===== src/dma_status_pkg.sv =====
package dma_status_pkg;

  // ------------------------------------------------------------------
  // Register map (byte addresses)
  // ------------------------------------------------------------------
  localparam logic [7:0]  BUS_MODE_OFS   = 8'h00;
  localparam logic [7:0]  STATUS_OFS     = 8'h04;
  localparam logic [7:0]  INT_MASK_OFS   = 8'h08;
  localparam logic [31:0] STATUS_RST     = 32'hFC000000;
  localparam logic [31:0] ZERO_WORD      = 32'h00000000;

  // ------------------------------------------------------------------
  // Status field positions
  // ------------------------------------------------------------------
  localparam int EV_W        = 17;
  localparam int TX_DONE_BIT = 0;
  localparam int TX_STOP_BIT = 1;
  localparam int TX_UNAV_BIT = 2;
  localparam int TX_JAB_BIT  = 3;
  localparam int TX_UNF_BIT  = 5;
  localparam int RX_DONE_BIT = 6;
  localparam int RX_UNAV_BIT = 7;
  localparam int RX_STOP_BIT = 8;
  localparam int RX_WDT_BIT  = 9;
  localparam int TX_EARLY_BIT = 10;
  localparam int GP_TMR_BIT  = 11;
  localparam int FATAL_BIT   = 13;
  localparam int RX_EARLY_BIT = 14;
  localparam int ABN_SUM_BIT = 15;
  localparam int NRM_SUM_BIT = 16;
  localparam int SW_RST_BIT  = 0;

  // Members of each summary
  localparam logic [16:0] ABN_GROUP = 17'h007AA;
  localparam logic [16:0] NRM_GROUP = 17'h04845;

  // ------------------------------------------------------------------
  // Encodings
  // ------------------------------------------------------------------
  localparam logic [2:0] ERR_PARITY   = 3'h0;
  localparam logic [2:0] ERR_MASTER   = 3'h1;
  localparam logic [2:0] ERR_TARGET   = 3'h2;

  localparam logic [2:0] TX_STOPPED   = 3'h0;
  localparam logic [2:0] TX_FETCH     = 3'h1;
  localparam logic [2:0] TX_WAIT_END  = 3'h2;
  localparam logic [2:0] TX_READ_BUF  = 3'h3;
  localparam logic [2:0] TX_RESERVED  = 3'h4;
  localparam logic [2:0] TX_SETUP     = 3'h5;
  localparam logic [2:0] TX_SUSPENDED = 3'h6;
  localparam logic [2:0] TX_CLOSE     = 3'h7;

  localparam logic [2:0] RX_STOPPED   = 3'h0;
  localparam logic [2:0] RX_FETCH     = 3'h1;
  localparam logic [2:0] RX_CHECK_END = 3'h2;
  localparam logic [2:0] RX_WAIT_PKT  = 3'h3;
  localparam logic [2:0] RX_SUSPENDED = 3'h4;
  localparam logic [2:0] RX_CLOSE     = 3'h5;
  localparam logic [2:0] RX_FLUSH     = 3'h6;
  localparam logic [2:0] RX_QUEUE     = 3'h7;

endpackage


===== src/dma_status_regs.sv =====
// The Wishbone interface to the registers and the address map were chosen for this implementation.
`timescale 1ns/1ps
// Behaviour
// Jabber expiry sets bit 3, aborts, stops transmit, marks descriptor jabber flag.
// Host-owned next descriptor sets bit 2 and suspends transmit.
// Host resumes suspended transmit by handing back descriptor and poll demand.
// Bit 1 sets whenever transmit process enters stopped.
// Bit 0 sets on frame completion when first descriptor asked for interrupt.
// Fatal bus error type shows in bits 25:23: parity, master, target abort.
// After parity error the device stays disabled until software reset.
// Bits 22:20 report transmit state: stopped, fetch, wait end, read buffer.
// Transmit codes: setup, suspended, closing; code four is reserved.
// Bits 19:17 report receive state: stopped, fetch, check end, wait packet.
// Receive codes: suspended, closing, flushing, queuing frame into buffer.
// Bits 0 to 16 clear on writing one; writing zero has no effect.
// Writes to bits 17 to 25 are ignored.
// Bit 15 is the OR of unmasked abnormal event flags.
// Transmit-complete flag setting clears the early transmit flag.
// Event flags stay set until software writes one to clear.
module dma_status_regs
  import dma_status_pkg::*;
(
  // Clock and reset
  input  wire logic        clock,
  input  wire logic        srst,
  // Wishbone slave
  input  wire logic        wb_cyc,
  input  wire logic        wb_stb,
  input  wire logic        wb_we,
  input  wire logic [7:0]  wb_adr,
  input  wire logic [3:0]  wb_sel,
  input  wire logic [31:0] wb_dat_wr,
  output logic [31:0]      wb_dat_rd,
  output logic             wb_ack,
  // Transmit engine events
  input  wire logic        tx_jabber_expire,
  input  wire logic        tx_desc_host_owned,
  input  wire logic        tx_underflow,
  input  wire logic        tx_frame_done,
  input  wire logic        tx_first_desc_ioc,
  input  wire logic        tx_fifo_loaded,
  input  wire logic        tx_poll_demand,
  input  wire logic        tx_phase_valid,
  input  wire logic [2:0]  tx_phase,
  // Receive engine events
  input  wire logic        rx_frame_done,
  input  wire logic        rx_buf_unavail,
  input  wire logic        rx_stop_entry,
  input  wire logic        rx_watchdog,
  input  wire logic        rx_first_buf_full,
  input  wire logic [2:0]  rx_state,
  // Other sources
  input  wire logic        gp_timer_expire,
  input  wire logic        bus_err,
  input  wire logic [2:0]  bus_err_type,
  // Controls to the engines
  output logic             tx_abort,
  output logic             tx_jabber_mark,
  output logic             tx_suspend,
  output logic             bus_disable,
  output logic             sw_reset,
  output logic             irq
);

  typedef struct packed {
    logic [16:0] ev;
    logic [16:0] msk;
    logic [2:0]  err_code;
    logic [2:0]  rx_state;
    logic        bus_off;
    logic        ack;
    logic [31:0] rdat;
    logic        irq;
    logic        tx_abort;
    logic        jab_mark;
    logic        tx_suspend;
    logic        sw_rst;
  } regs_s;

  regs_s r_ff;
  regs_s nxt_r;

  logic [2:0] tx_state;
  logic       tx_stop_entry;

  // ------------------------------------------------------------------
  // Helpers
  // ------------------------------------------------------------------
  function automatic logic [31:0] lane_mask(input logic [3:0] sel);
    lane_mask = {{8{sel[3]}}, {8{sel[2]}}, {8{sel[1]}}, {8{sel[0]}}};
  endfunction

  function automatic logic [16:0] low_field(input logic [31:0] d, input logic [3:0] sel);
    logic [31:0] m;
    m = d & lane_mask(sel);
    low_field = m[16:0];
  endfunction

  // ------------------------------------------------------------------
  // Transmit process state
  // ------------------------------------------------------------------
  tx_process_tracker u_tx_trk (
    .clock           (clock),
    .srst            (srst),
    .sw_rst          (r_ff.sw_rst),
    .jabber_expire   (tx_jabber_expire),
    .desc_host_owned (tx_desc_host_owned),
    .underflow       (tx_underflow),
    .poll_demand     (tx_poll_demand),
    .phase_valid     (tx_phase_valid),
    .phase           (tx_phase),
    .state           (tx_state),
    .stop_entry      (tx_stop_entry)
  );

  // ------------------------------------------------------------------
  // Next-state logic
  // ------------------------------------------------------------------
  logic        req;
  logic        wr_status;
  logic        wr_mask;
  logic        wr_mode;
  logic [16:0] set_v;
  logic [16:0] clr_v;
  logic [16:0] unmasked;
  logic [31:0] lane_m;

  always_comb begin
    nxt_r     = r_ff;
    req       = wb_cyc && wb_stb && !r_ff.ack;
    wr_status = req && wb_we && (wb_adr == STATUS_OFS);
    wr_mask   = req && wb_we && (wb_adr == INT_MASK_OFS);
    wr_mode   = req && wb_we && (wb_adr == BUS_MODE_OFS);
    set_v     = '0;
    clr_v     = '0;
    unmasked  = r_ff.ev & r_ff.msk;
    lane_m    = lane_mask(wb_sel);

    // Bus handshake: ack one cycle after the request, for one cycle
    nxt_r.ack  = req;
    nxt_r.rdat = ZERO_WORD;
    if (req && !wb_we) begin
      unique case (wb_adr)
        STATUS_OFS: begin
          nxt_r.rdat = {STATUS_RST[31:26], r_ff.err_code, tx_state, r_ff.rx_state, r_ff.ev};
        end
        INT_MASK_OFS: begin
          nxt_r.rdat = {15'h0000, r_ff.msk};
        end
        default: begin
          nxt_r.rdat = ZERO_WORD;
        end
      endcase
    end

    // Event sources
    set_v[TX_JAB_BIT]   = tx_jabber_expire;
    set_v[TX_UNAV_BIT]  = tx_desc_host_owned;
    set_v[TX_STOP_BIT]  = tx_stop_entry;
    set_v[TX_DONE_BIT]  = tx_frame_done && tx_first_desc_ioc;
    set_v[TX_UNF_BIT]   = tx_underflow;
    set_v[TX_EARLY_BIT] = tx_fifo_loaded;
    set_v[RX_DONE_BIT]  = rx_frame_done;
    set_v[RX_UNAV_BIT]  = rx_buf_unavail;
    set_v[RX_STOP_BIT]  = rx_stop_entry;
    set_v[RX_WDT_BIT]   = rx_watchdog;
    set_v[GP_TMR_BIT]   = gp_timer_expire;
    set_v[FATAL_BIT]    = bus_err;
    set_v[RX_EARLY_BIT] = rx_first_buf_full;
    set_v[ABN_SUM_BIT]  = |(unmasked & ABN_GROUP);
    set_v[NRM_SUM_BIT]  = |(unmasked & NRM_GROUP);

    // Write-one-to-clear on bits 0..16 only; upper fields never written
    if (wr_status) begin
      clr_v = low_field(wb_dat_wr, wb_sel);
    end
    // Completion supersedes the early indications
    if (set_v[TX_DONE_BIT]) begin
      clr_v[TX_EARLY_BIT] = 1'b1;
    end
    if (set_v[RX_DONE_BIT]) begin
      clr_v[RX_EARLY_BIT] = 1'b1;
    end
    // Set wins over a clear landing in the same cycle
    nxt_r.ev = (r_ff.ev & ~clr_v) | set_v;

    if (wr_mask) begin
      nxt_r.msk = (r_ff.msk & ~lane_m[16:0])
                | (wb_dat_wr[16:0] & lane_m[16:0]);
    end

    // Fatal bus error: keep type, cut bus access
    if (bus_err) begin
      nxt_r.err_code = bus_err_type;
      nxt_r.bus_off  = 1'b1;
    end else if (r_ff.bus_off && clr_v[FATAL_BIT] && r_ff.err_code != ERR_PARITY) begin
      // Aborts may be acknowledged by clearing the flag; parity may not
      nxt_r.bus_off  = 1'b0;
    end

    nxt_r.rx_state = rx_state;

    // Engine controls
    nxt_r.tx_abort   = tx_jabber_expire;
    nxt_r.jab_mark   = tx_jabber_expire;
    nxt_r.tx_suspend = tx_desc_host_owned || tx_underflow;
    nxt_r.irq        = |unmasked;

    // Software reset: self-clearing, the only way out of a parity error
    nxt_r.sw_rst = wr_mode && wb_sel[0] && wb_dat_wr[SW_RST_BIT];
    if (r_ff.sw_rst) begin
      nxt_r.ev       = '0;
      nxt_r.err_code = ERR_PARITY;
      nxt_r.bus_off  = 1'b0;
      nxt_r.irq      = 1'b0;
    end
  end

  // ------------------------------------------------------------------
  // State register
  // ------------------------------------------------------------------
  always_ff @(posedge clock) begin
    if (srst) begin
      r_ff <= '0;
    end else begin
      r_ff <= nxt_r;
    end
  end

  assign wb_dat_rd      = r_ff.rdat;
  assign wb_ack         = r_ff.ack;
  assign tx_abort       = r_ff.tx_abort;
  assign tx_jabber_mark = r_ff.jab_mark;
  assign tx_suspend     = r_ff.tx_suspend;
  assign bus_disable    = r_ff.bus_off;
  assign sw_reset       = r_ff.sw_rst;
  assign irq            = r_ff.irq;
endmodule


===== src/tx_process_tracker.sv =====
`timescale 1ns/1ps
module tx_process_tracker
  import dma_status_pkg::*;
(
  // Clock and reset
  input  wire logic       clock,
  input  wire logic       srst,
  input  wire logic       sw_rst,
  // Transmit engine reports
  input  wire logic       jabber_expire,
  input  wire logic       desc_host_owned,
  input  wire logic       underflow,
  input  wire logic       poll_demand,
  input  wire logic       phase_valid,
  input  wire logic [2:0] phase,
  // State out
  output logic [2:0]      state,
  output logic            stop_entry
);

  typedef struct packed {
    logic [2:0] state;
    logic       stop_entry;
  } trk_s;

  trk_s trk_ff;
  trk_s nxt_trk;

  // ------------------------------------------------------------------
  // State tracking
  // ------------------------------------------------------------------
  always_comb begin
    nxt_trk = trk_ff;
    if (sw_rst) begin
      nxt_trk.state = TX_STOPPED;
    end else if (jabber_expire) begin
      nxt_trk.state = TX_STOPPED;
    end else if (desc_host_owned || underflow) begin
      nxt_trk.state = TX_SUSPENDED;
    end else if (trk_ff.state == TX_SUSPENDED && poll_demand) begin
      nxt_trk.state = TX_FETCH;
    end else if (phase_valid && phase != TX_RESERVED) begin
      nxt_trk.state = phase;
    end
    nxt_trk.stop_entry = (nxt_trk.state == TX_STOPPED) && (trk_ff.state != TX_STOPPED);
  end

  always_ff @(posedge clock) begin
    if (srst) begin
      trk_ff <= '0;
    end else begin
      trk_ff <= nxt_trk;
    end
  end

  assign state      = trk_ff.state;
  assign stop_entry = trk_ff.stop_entry;
endmodule


===== config.mk =====
export PLATFORM = sky130hd
export DESIGN_NAME = dma_status_regs
export DESIGN_NICKNAME = d
export VERILOG_FILES = /design/src/dma_status_pkg.sv /design/src/dma_status_regs.sv /design/src/tx_process_tracker.sv
export SDC_FILE = /design/constraint.sdc
export NUM_CORES = 1
export LEC_CHECK = 0
export BUFFER_PORTS_ARGS = -buffer_cell sky130_fd_sc_hd__buf_2
export CAP_MARGIN = 20
export CORE_MARGIN = 2
export CORE_UTILIZATION = 25
export DETAILED_ROUTE_END_ITERATION = 6
export GPL_TIMING_DRIVEN = 1
export PLACE_DENSITY = 0.46
export SLEW_MARGIN = 40
export SYNTH_ARGS = -nofsm -noshare
export SYNTH_HDL_FRONTEND = slang
export SYNTH_SLANG_ARGS = --single-unit

===== constraint.sdc =====
create_clock -name clock -period 4.6 [get_ports clock]
set_input_delay 0.92 -clock clock [delete_from_list [all_inputs] [get_ports clock]]
set_output_delay 0.92 -clock clock [all_outputs]
set_load 0.02 [all_outputs]

# ---- Yosys cells after proc, flatten, opt, wreduce, memory -nomap -nowiden
# Index checks and enable logic that the tools add are counted.
dict set report word_totals {
  wordCells 66
  ff_bits 82
}
dict set report classes {
  bitwise_logic 10
  eq_ne 4
  n_reduce_logical 28
  muxes 11
}
# operator count
set ops {}
lappend ops {{bitwise AND 17 bit} 5}
lappend ops {{one-hot mux 32 bit (2 select lines)} 1}
lappend ops {{NOT 17 bit} 2}
lappend ops {{OR 17 bit} 2}
lappend ops {{two-way mux 17 bit} 1}
lappend ops {{OR reduction 17 bit} 1}
lappend ops {{logical AND 1 bit} 15}
lappend ops {{two-way mux 3 bit} 5}
lappend ops {{equality test 8 x 3 -> 1 bit, second input constant} 1}
lappend ops {{equality test 8 x 4 -> 1 bit, second input constant} 1}
lappend ops {{logical NOT 8 bit} 1}
lappend ops {{OR reduction 7 bit} 1}
lappend ops {{nonzero test 3 bit} 2}
lappend ops {{OR reduction 5 bit} 1}
lappend ops {{two-way mux 1 bit} 4}
lappend ops {{OR reduction 2 bit} 2}
lappend ops {{equality test 3 bit, second input constant} 1}
lappend ops {{logical NOT 3 bit} 1}
lappend ops {{inequality test 3 bit, second input constant} 1}
lappend ops {{logical NOT 1 bit} 2}
lappend ops {{nonzero test 2 bit} 1}
lappend ops {{logical OR 1 bit} 1}
lappend ops {{NOT 1 bit} 1}

# ---- Logic depth before layout (Yosys ltp)
# Gate-level depths: netlist (run 1).
dict set report logic_depth {
  depth_word 9
  ltp_mapped 6
  mapped_depth_nobuf 4
}

# ---- Hierarchy
# A second synthesis (run 1) with hierarchy kept.
dict set report unflattened {
  cells_unflattened 307
  hier_area_um2 3078.0
}
# module area_per_inst_um2 cells_per_inst instances seq_area_each_um2
set modules_own_cells {}
lappend modules_own_cells {dma_status_regs 2856.5 279 1 1461.4}
lappend modules_own_cells {tx_process_tracker 221.5 28 1 80.1}

# ---- Worst setup path after synthesis (run 1)
# Ideal clock, no wire load.
dict set report synth_timing {
  path_type {input port to flip-flop}
  startpoint {in wb_adr[1]}
  endpoint {reg r_ff, in the netlist wb_dat_rd[10]}
  required_ns 4.541
  stages 5
  setup_slack_ns 2.371
  arrival_ns 2.170
  setup_ns 0.059
  cell_sequence {nor4_4 nand3_4 nor4_4 buf_6 a22o_1}
}
dict set report synth_between {
  elab_chain_cells 2
}
# item line_no
set synth_rtl {}
lappend synth_rtl {{start, declared} dma_status_regs.sv:30} ;# input wire logic [7:0] wb_adr,
lappend synth_rtl {{equality test 8 x 4 -> 1 bit or equality test 8 x 3 -> 1 bit (tied branches)} dma_status_regs.sv:143} ;# unique case (wb_adr)
lappend synth_rtl {{one-hot mux 32 bit (2 select lines) (*)} dma_status_regs.sv:143}
lappend synth_rtl {{end signal, assigned} dma_status_regs.sv:226} ;# r_ff <= nxt_r;
lappend synth_rtl {{end, declared} dma_status_regs.sv:80} ;# regs_s r_ff;
# Mark *: on every way between the ends. The rest lies on a longest branch, timed or not.
# A chain may end at the register's enable or synchronous reset.

# ---- Final worst setup path (run 1)
dict set report layout_timing {
  startpoint {in wb_adr[1]}
  endpoint {reg r_ff, in the netlist wb_dat_rd[3]}
}
# The elaborated chain is that of the path after synthesis.

==> results of run 1 <==
## report_power, final
part           internal [mW]  switching (mW)  total (mW)  leakage (nW)
clock network          0.543           0.272       0.816         0.165
logic                 0.0357          0.0461      0.0818          1.02
registers              0.682          0.0102       0.692         0.627
## stage by stage
step	instance area, µm²	util, %
after floorplan	3100	-
after global placement	3485	28.89
after detailed placement	3492	28.95
after CTS	3841	31.85
after global routing	3841	31.85
final	3841	31.85
## final cells by class
| type | instances | area (µm²) |
|---|---|---|
| clock buffer | 10 | 239.0 |
| clock inverter | 6 | 110.1 |
| fill | 1284 | 8220 |
| inverter | 15 | 56.30 |
| multi-input combinational | 169 | 1186 |
| sequential | 77 | 1541 |
| tap | 168 | 210.2 |
| timing repair buffer | 98 | 498.0 |
## worst min-delay path by stage
stage               startpoint             to  slack (ns)  cells after the start
CTS                   r_ff[41]  wb_dat_rd[19]        0.42                      1
global route          r_ff[40]  wb_dat_rd[18]        0.45                      1
finish                r_ff[41]  wb_dat_rd[19]        0.42                      1
floorplan             r_ff[39]  wb_dat_rd[17]        0.41                      1
detailed placement    r_ff[41]  wb_dat_rd[19]        0.41                      1
global placement      r_ff[40]  wb_dat_rd[18]        0.41                      1
## routing by layer
metal / global-route usage [%] / wire length [µm]
met1: 16.28 / 3750
met2: 20.23 / 3729
met3: 2.109 / 378
met4: 6.988 / 180
met5: 0 / 0
## critical path: cells and delay by family
| family | cells | cell delay, ns |
|---|---|---|
| AND/OR/NAND/NOR | 3 | 1.23 |
| buffers and inverters | 2 | 0.41 |
| AO/OA/AOI/OAI | 1 | 0.15 |
## cell usage in the layout, fill, tap and decap left out, types with 6 or more instances in the layout
| master | instances |
|---|---|
| mux2i_1 | 19 |
| nor2b_1 | 6 |
| dfxtp_1 | 77 |
| a22o_1 | 17 |
| a31oi_1 | 10 |
| and2_1 | 13 |
| buf_2 | 95 |
| nor2_1 | 28 |
| a21oi_1 | 7 |
| o21ai_0 | 16 |
| inv_1 | 15 |
| nand2_1 | 7 |
| clkbuf_16 | 9 |
## cell families after synthesis
logic type	count (synthesis)	synth area share, %
simple gates	81	16.47
flops	77	49.72
compound gates	69	15.66
buf+inv	60	12.03
mux	19	6.134
## Yosys cell counts (3+ instances only)
cell type and instances:
a21oi_1 7, o21ai_0 16, a22oi_1 3, nor2_1 28, buf_6 3, nand2_1 7
or2_2 3, a222oi_1 3, buf_4 33, and2_1 13, a22o_1 17, nor4_4 3
a31oi_1 10, dfxtp_1 77, mux2i_1 19, clkbuf_1 7, inv_1 15, nor2b_1 6
and4b_1 3
==> results.md, run 1 <==
- Synth warn: 0
- Setup total negative slack: 0 ns
- Unrepaired setup endpoints after global routing: no
- Worst-Margin Slew: 0.7513 ns
- Top_reg_cell synth: dfxtp_1
- Overall via count from detail_route: 2,368
- IO buf count: 95
- Endpoint type of the worst setup path: flop
- Last element of the critical path: wb_dat_rd[3]
- VDD IR-drop max: 151.3 µV
- Slew HR: 49.73%
- Final Max Slew Viols: 0
- Layout Cells excl Fill: 543
- Leading area contributor after synthesis: dfxtp_1
- # diodes: 0
- DR WL/cell: 14.80 µm
- DR iter-0 viols: 85
- Setup-failing EPs final: 0
- PD cells: 413.8 nW/µm²
- Avg Inst Size Synth: 10.13 µm²
- Outcome: finished, final reports clean
- Total Routing Usage GR: 12.68%
- RR Startpoint: wb_ack
- Post-synth cell types: 42
- Fmax: 0.4086 GHz
- Post-synthesis sequential area ratio: 49.72%
- Post CTS Setup Buffer Count: 0
- First-pass GRT wire length: 12.48 mm
- Slowest cell on the critical path: nor4_4
- Initial antenna violation count: 0
- Fin worst setup slack: 2.153 ns
- Vias in the first global route: 2,378
- Synth area leaders: dfxtp_1 50%, buf_4 8.0%, mux2i_1 6.1%, a22o_1 4.8%, nor2_1 3.4%
- Post-CTS resize count: 0
- Worst hold slack: 0.4232 ns
- DRC Markers: 0
- Antenna Violating Nets Remaining: 0
- Drt via density: 4.361
- First-pass iteration count of the detailed router: 4
- Final Hold Viols: 0
- Clk pin slew, worst setup/hold paths: 0.06 ns
- Max-Cap Viols: 0
- Largest net degree at the start of global routing: 29
- Leakage power: 1.815 nW
- Post-synth EDFFs: 0
- Drt total wl: 8.038 mm
- Final nets: 443
- Cells after synthesis: 306
- Crit-path max cell delay: 0.61 ns
- Mapped Nets: 379
- Critical Path RT: 4.88 ns
- Hold_buf cts: 0
- Worst-path maximum fanout: 9
- Congestion Overflow GR: 0
- Core area: 12,060 µm²
- I/O Pins: 112
- Synth Register Bits: 77
- Share of layout cells above drive strength 1: 33.33%
- H-tree depth: 3
- FF-to-FF path depth: 5
- Reg2reg end: wb_dat_rd[3]
- R2R Setup Slk: 2.62 ns
- Netlist Area Pre-Place: 3100 µm²
- Worst slack, placed: 1.818 ns
- Area grow syn2layout: 23.89%
- DP HPWL: 5.788 mm
- Clock Sinks: 77
- CTS tree: done
- Clock buffer depth: 2
- Post-layout minimum cycle time: 2.447 ns
- CP Cell Sequence: buf_2, nor4_4, nand3_4, nor4_4, buf_4, a22o_1
- Worst skew pair latency: 0.34 ns
- CP Launch Type: input pin
- Critical Path Start: wb_adr[1]
- Root Driver: clkbuf_16
- TritonCTS Buffers: 9
- Initial Utilization: 25.71%
- Min-delay worst type: reg -> reg
- Worst path most repeated cell: nor4_4
- Die area: 13,310 µm²
- Die width: 115.4 µm
- Site Rows: 40
- WP data arrival: 2.73 ns
- Final Power: 1.589 mW
- Post-synth ARST share: 0%
- Placer congestion estimate: 0.7525
- Crit share post-route: 53.21%
- Skew final: 0.006817 ns
- CP Class: in -> reg
- Post-synth top area share: 49.72%
- Die Span Y: 115.4 µm
- Placed insts: 527
Note: power is estimated with default switching activity, not from simulation.
==> run 2: changes to the inputs <==
ABC_AREA = 1   (was default)
PLACE_DENSITY = 0.47   (was 0.46)
clock period = 2.25 ns   (was 4.6 ns; I/O delays follow)
==> results.md, run 2 <==
- Synth area leaders: dfxtp_1 48%, nand2_1 16%, buf_4 8.4%, a21oi_1 6.4%, inv_1 4.1%
- Setup-failing EPs final: 0 (unchanged)
- Fmax: 0.6834 GHz
- Worst-Margin Slew: 0.4050 ns (-0.3462 ns)
- Final Instance Area: 3905 µm² (+1.7%)
- Post-synthesis sequential area ratio: 48.01% (-1.7 points)
- TritonCTS Buffers: 9 (unchanged)
- Antenna Violating Nets Remaining: 0 (unchanged)
- FF-to-FF path depth: 6 (+1)
- Share of layout cells above drive strength 1: 28.23% (-5.1 points)
- DP HPWL: 6.152 mm (+6.3%)
- R2R Setup Slk: 0.79 ns (-1.83 ns)
- Hold Startpoint: rx_state[1]
- Endpoint type of the worst setup path: flop
- Synth Register Bits: 77 (unchanged)
- WP data arrival: 1.66 ns (-1.07 ns)
- Congestion Overflow GR: 0 (unchanged)
- Unrepaired setup endpoints after global routing: no
- Leakage power: 1.899 nW (+4.6%)
- Post-synth top area share: 48.01% (-1.7 points)
- Root Driver: clkbuf_16
- Site Rows: 41 (+2.5%)
- Min-delay worst type: in -> reg
- CTS tree: done
- Setup total negative slack: 0 ns (unchanged)
- First-pass iteration count of the detailed router: 4 (unchanged)
- Final Max Slew Viols: 0 (unchanged)
- Synth top cells by count: 135 x nand2_1, 77 x dfxtp_1, 41 x a21oi_1
- Post-synth ARST share: 0% (unchanged)
- First-pass GRT wire length: 13.77 mm (+10%)
- PD cells: 780.6 nW/µm² (+89%)
- Core area: 12,570 µm² (+4.2%)
- Hold endpoint: r_ff[40]
- Buf/Inv on CP: 1 (-1)
- Met2 routed wirelength: 3.860 mm (+3.5%)
- Clock buffer depth: 2 (unchanged)
- Worst skew pair latency: 0.33 ns (about the same)
- Critical Path RT: 2.45 ns (-2.43 ns)
- Crit share post-route: 65.03%
- Skew final: 0.006271 ns (-0.0005455 ns)
- Hold Path Stages: 3 (+2)
- Worst-path maximum fanout: 16 (+7)
- FILL cells: 1,354 (+5.5%)
- Die area: 13,770 µm² (+3.4%)
- Avg Inst Size Synth: 7.537 µm² (-26%)
- Slowest cell on the critical path: dfxtp_1
- Reg2reg end: r_ff[70]
- H-tree depth: 3 (unchanged)
- Final nets: 564 (+27%)
- Initial antenna violation count: 0 (unchanged)
- # diodes: 0 (unchanged)
- DR iter-0 viols: 125 (+47%)
- Post-synth EDFFs: 0 (unchanged)
- Synth warn: 0 (unchanged)
- Placer congestion estimate: 0.7639 (+1.5%)
- Cells after synthesis: 426 (+39%)
- Highest Signal Layer: met4
- Largest net degree at the start of global routing: 20 (-31%)
- Top delay family on crit path: simple AND/OR/NAND/NOR gates
- Dpl cell area: 3603 µm² (+3.2%)
- Total Routing Usage GR: 12.71% (+0.037 points)
- Most frequent cell after synthesis: nand2_1
- RR Startpoint: wb_ack
- DR WL/cell: 12.67 µm (-14%)
- Drt total wl: 8.465 mm (+5.3%)
- Crit-path max cell delay: 0.31 ns (-0.30 ns)
- Mapped Nets: 499 (+32%)
- Post-synth cell types: 24 (-43%)
- CP Launch Type: flop
- Met3 Wirelength: 549 µm (+45%)
- Die Span Y: 117.3 µm (+1.7%)
- Met1 wire length: 3.927 mm (+4.7%)
- CP Cell Sequence: inv_2, nand3_1, nor2_4, nand2_2, o21ai_1, a21oi_1
- Drt via density: 4.069 (-6.7%)
- Post-layout minimum cycle time: 1.463 ns
- Overall via count from detail_route: 2,718 (+15%)
- Commonest non-fill, non-tap cell in the layout: nand2_1
- Leading area contributor after synthesis: dfxtp_1
- Die width: 117.3 µm (+1.7%)
- Slew HR: 72.90% (+23 points)
- DRC Markers: 0 (unchanged)
- Outcome: finished, final reports clean
- Final core utilization: 31.07% (-0.78 points)
- Vias in the first global route: 2,742 (+15%)
- Hold_buf cts: 0 (unchanged)
- Worst slack, placed: 0.5397 ns (-1.278 ns)
- Commonest non-fill, non-tap cells in the layout: 135 x nand2_1, 95 x buf_2, 77 x dfxtp_1, 41 x a21oi_1, 35 x inv_1
- Max-Cap Viols: 0 (unchanged)
- Area grow syn2layout: 21.63%
- Top_reg_cell synth: dfxtp_1
- Initial Utilization: 25.55% (-0.16 points)
- CP Class: reg -> reg
- Clk pin slew, worst setup/hold paths: 0.06 ns (about the same)
- VDD IR-drop max: 309.1 µV (+100%)
- Final Hold Viols: 0 (unchanged)
- Post CTS Setup Buffer Count: 0 (unchanged)
- Netlist Area Pre-Place: 3211 µm² (+3.6%)
- I/O Pins: 112 (unchanged)
- Final Power: 3.048 mW (+92%)
- Fin worst setup slack: 0.7868 ns (-1.366 ns)
- IO buf count: 95 (unchanged)
- Post-CTS resize count: 0 (unchanged)
- Clock Sinks: 77 (unchanged)
[run 2: changes by cell type after synthesis, moves of 11 or more]
| cell | before | now |
|---|---|---|
| and2_1 | 13 | 0 |
| o21ai_1 | 0 | 20 |
| inv_2 | 0 | 11 |
| a21oi_1 | 7 | 41 |
| inv_1 | 15 | 35 |
| o21ai_0 | 16 | 0 |
| nand2_1 | 7 | 135 |
| a22o_1 | 17 | 0 |
| mux2i_1 | 19 | 0 |
[run 2: how the worst max path moves through the flow]
stage | startpoint | endpoint | depth (start not counted)
6_report | wb_ack | r_ff[70] | 6
5_1_grt | wb_ack | r_ff[72] | 6
4_1_cts | wb_ack | r_ff[70] | 6
3_5_place_dp | wb_adr[7] | r_ff[71] | 7
3_3_place_gp | wb_adr[7] | r_ff[66] | 9
2_1_floorplan | wb_adr[7] | r_ff[62] | 7
[run 2: layout make-up]
cell class / count / area, µm² / share of cell area [%]
Multi-Input combinational cell: 259 / 1176 / 30.12
Sequential cell: 77 / 1541 / 39.47
Inverter: 46 / 172.7 / 4.422
Timing Repair Buffer: 98 / 498.0 / 12.75
Clock inverter: 6 / 62.56 / 1.602
Clock buffer: 10 / 239.0 / 6.120
Tap cell: 172 / 215.2 / 5.511
[run 2: routing by layer]
| metal | up-vias | GRT usage, % |
|---|---|---|
| met2 | 79 | 20.98 |
| met1 | 1210 | 15.16 |
| met5 | - | 0 |
| li1 | 1419 | - |
| met4 | 0 | 5.271 |
| met3 | 10 | 4.232 |
[run 2: through the flow]
step / hold WS, ns / cells
CTS: 0.3118 / 668
detailed placement: 0.4038 / 652
global route: 0.3096 / 668
finish: 0.3191 / 668
floorplan: 0.3936 / 426
global placement: 0.3976 / 652
[run 2: report_power, final]
group	internal [mW]	switching [mW]
logic	0.0734	0.113
clock network	0.887	0.565
registers	1.39	0.0166
[run 2: kinds of logic after synthesis]
family,count (synthesis),share of synthesized area [%]
AOI/OAI and AO/OA,62,9.743
buffers and inverters,90,15.35
and+or+nand+nor,197,26.89
DFF,77,48.01
[run 2: worst min-delay path, cell delays in order]
cell and delay (ns):
buf_2 0.07, inv_1 0.03, nor2_1 0.06
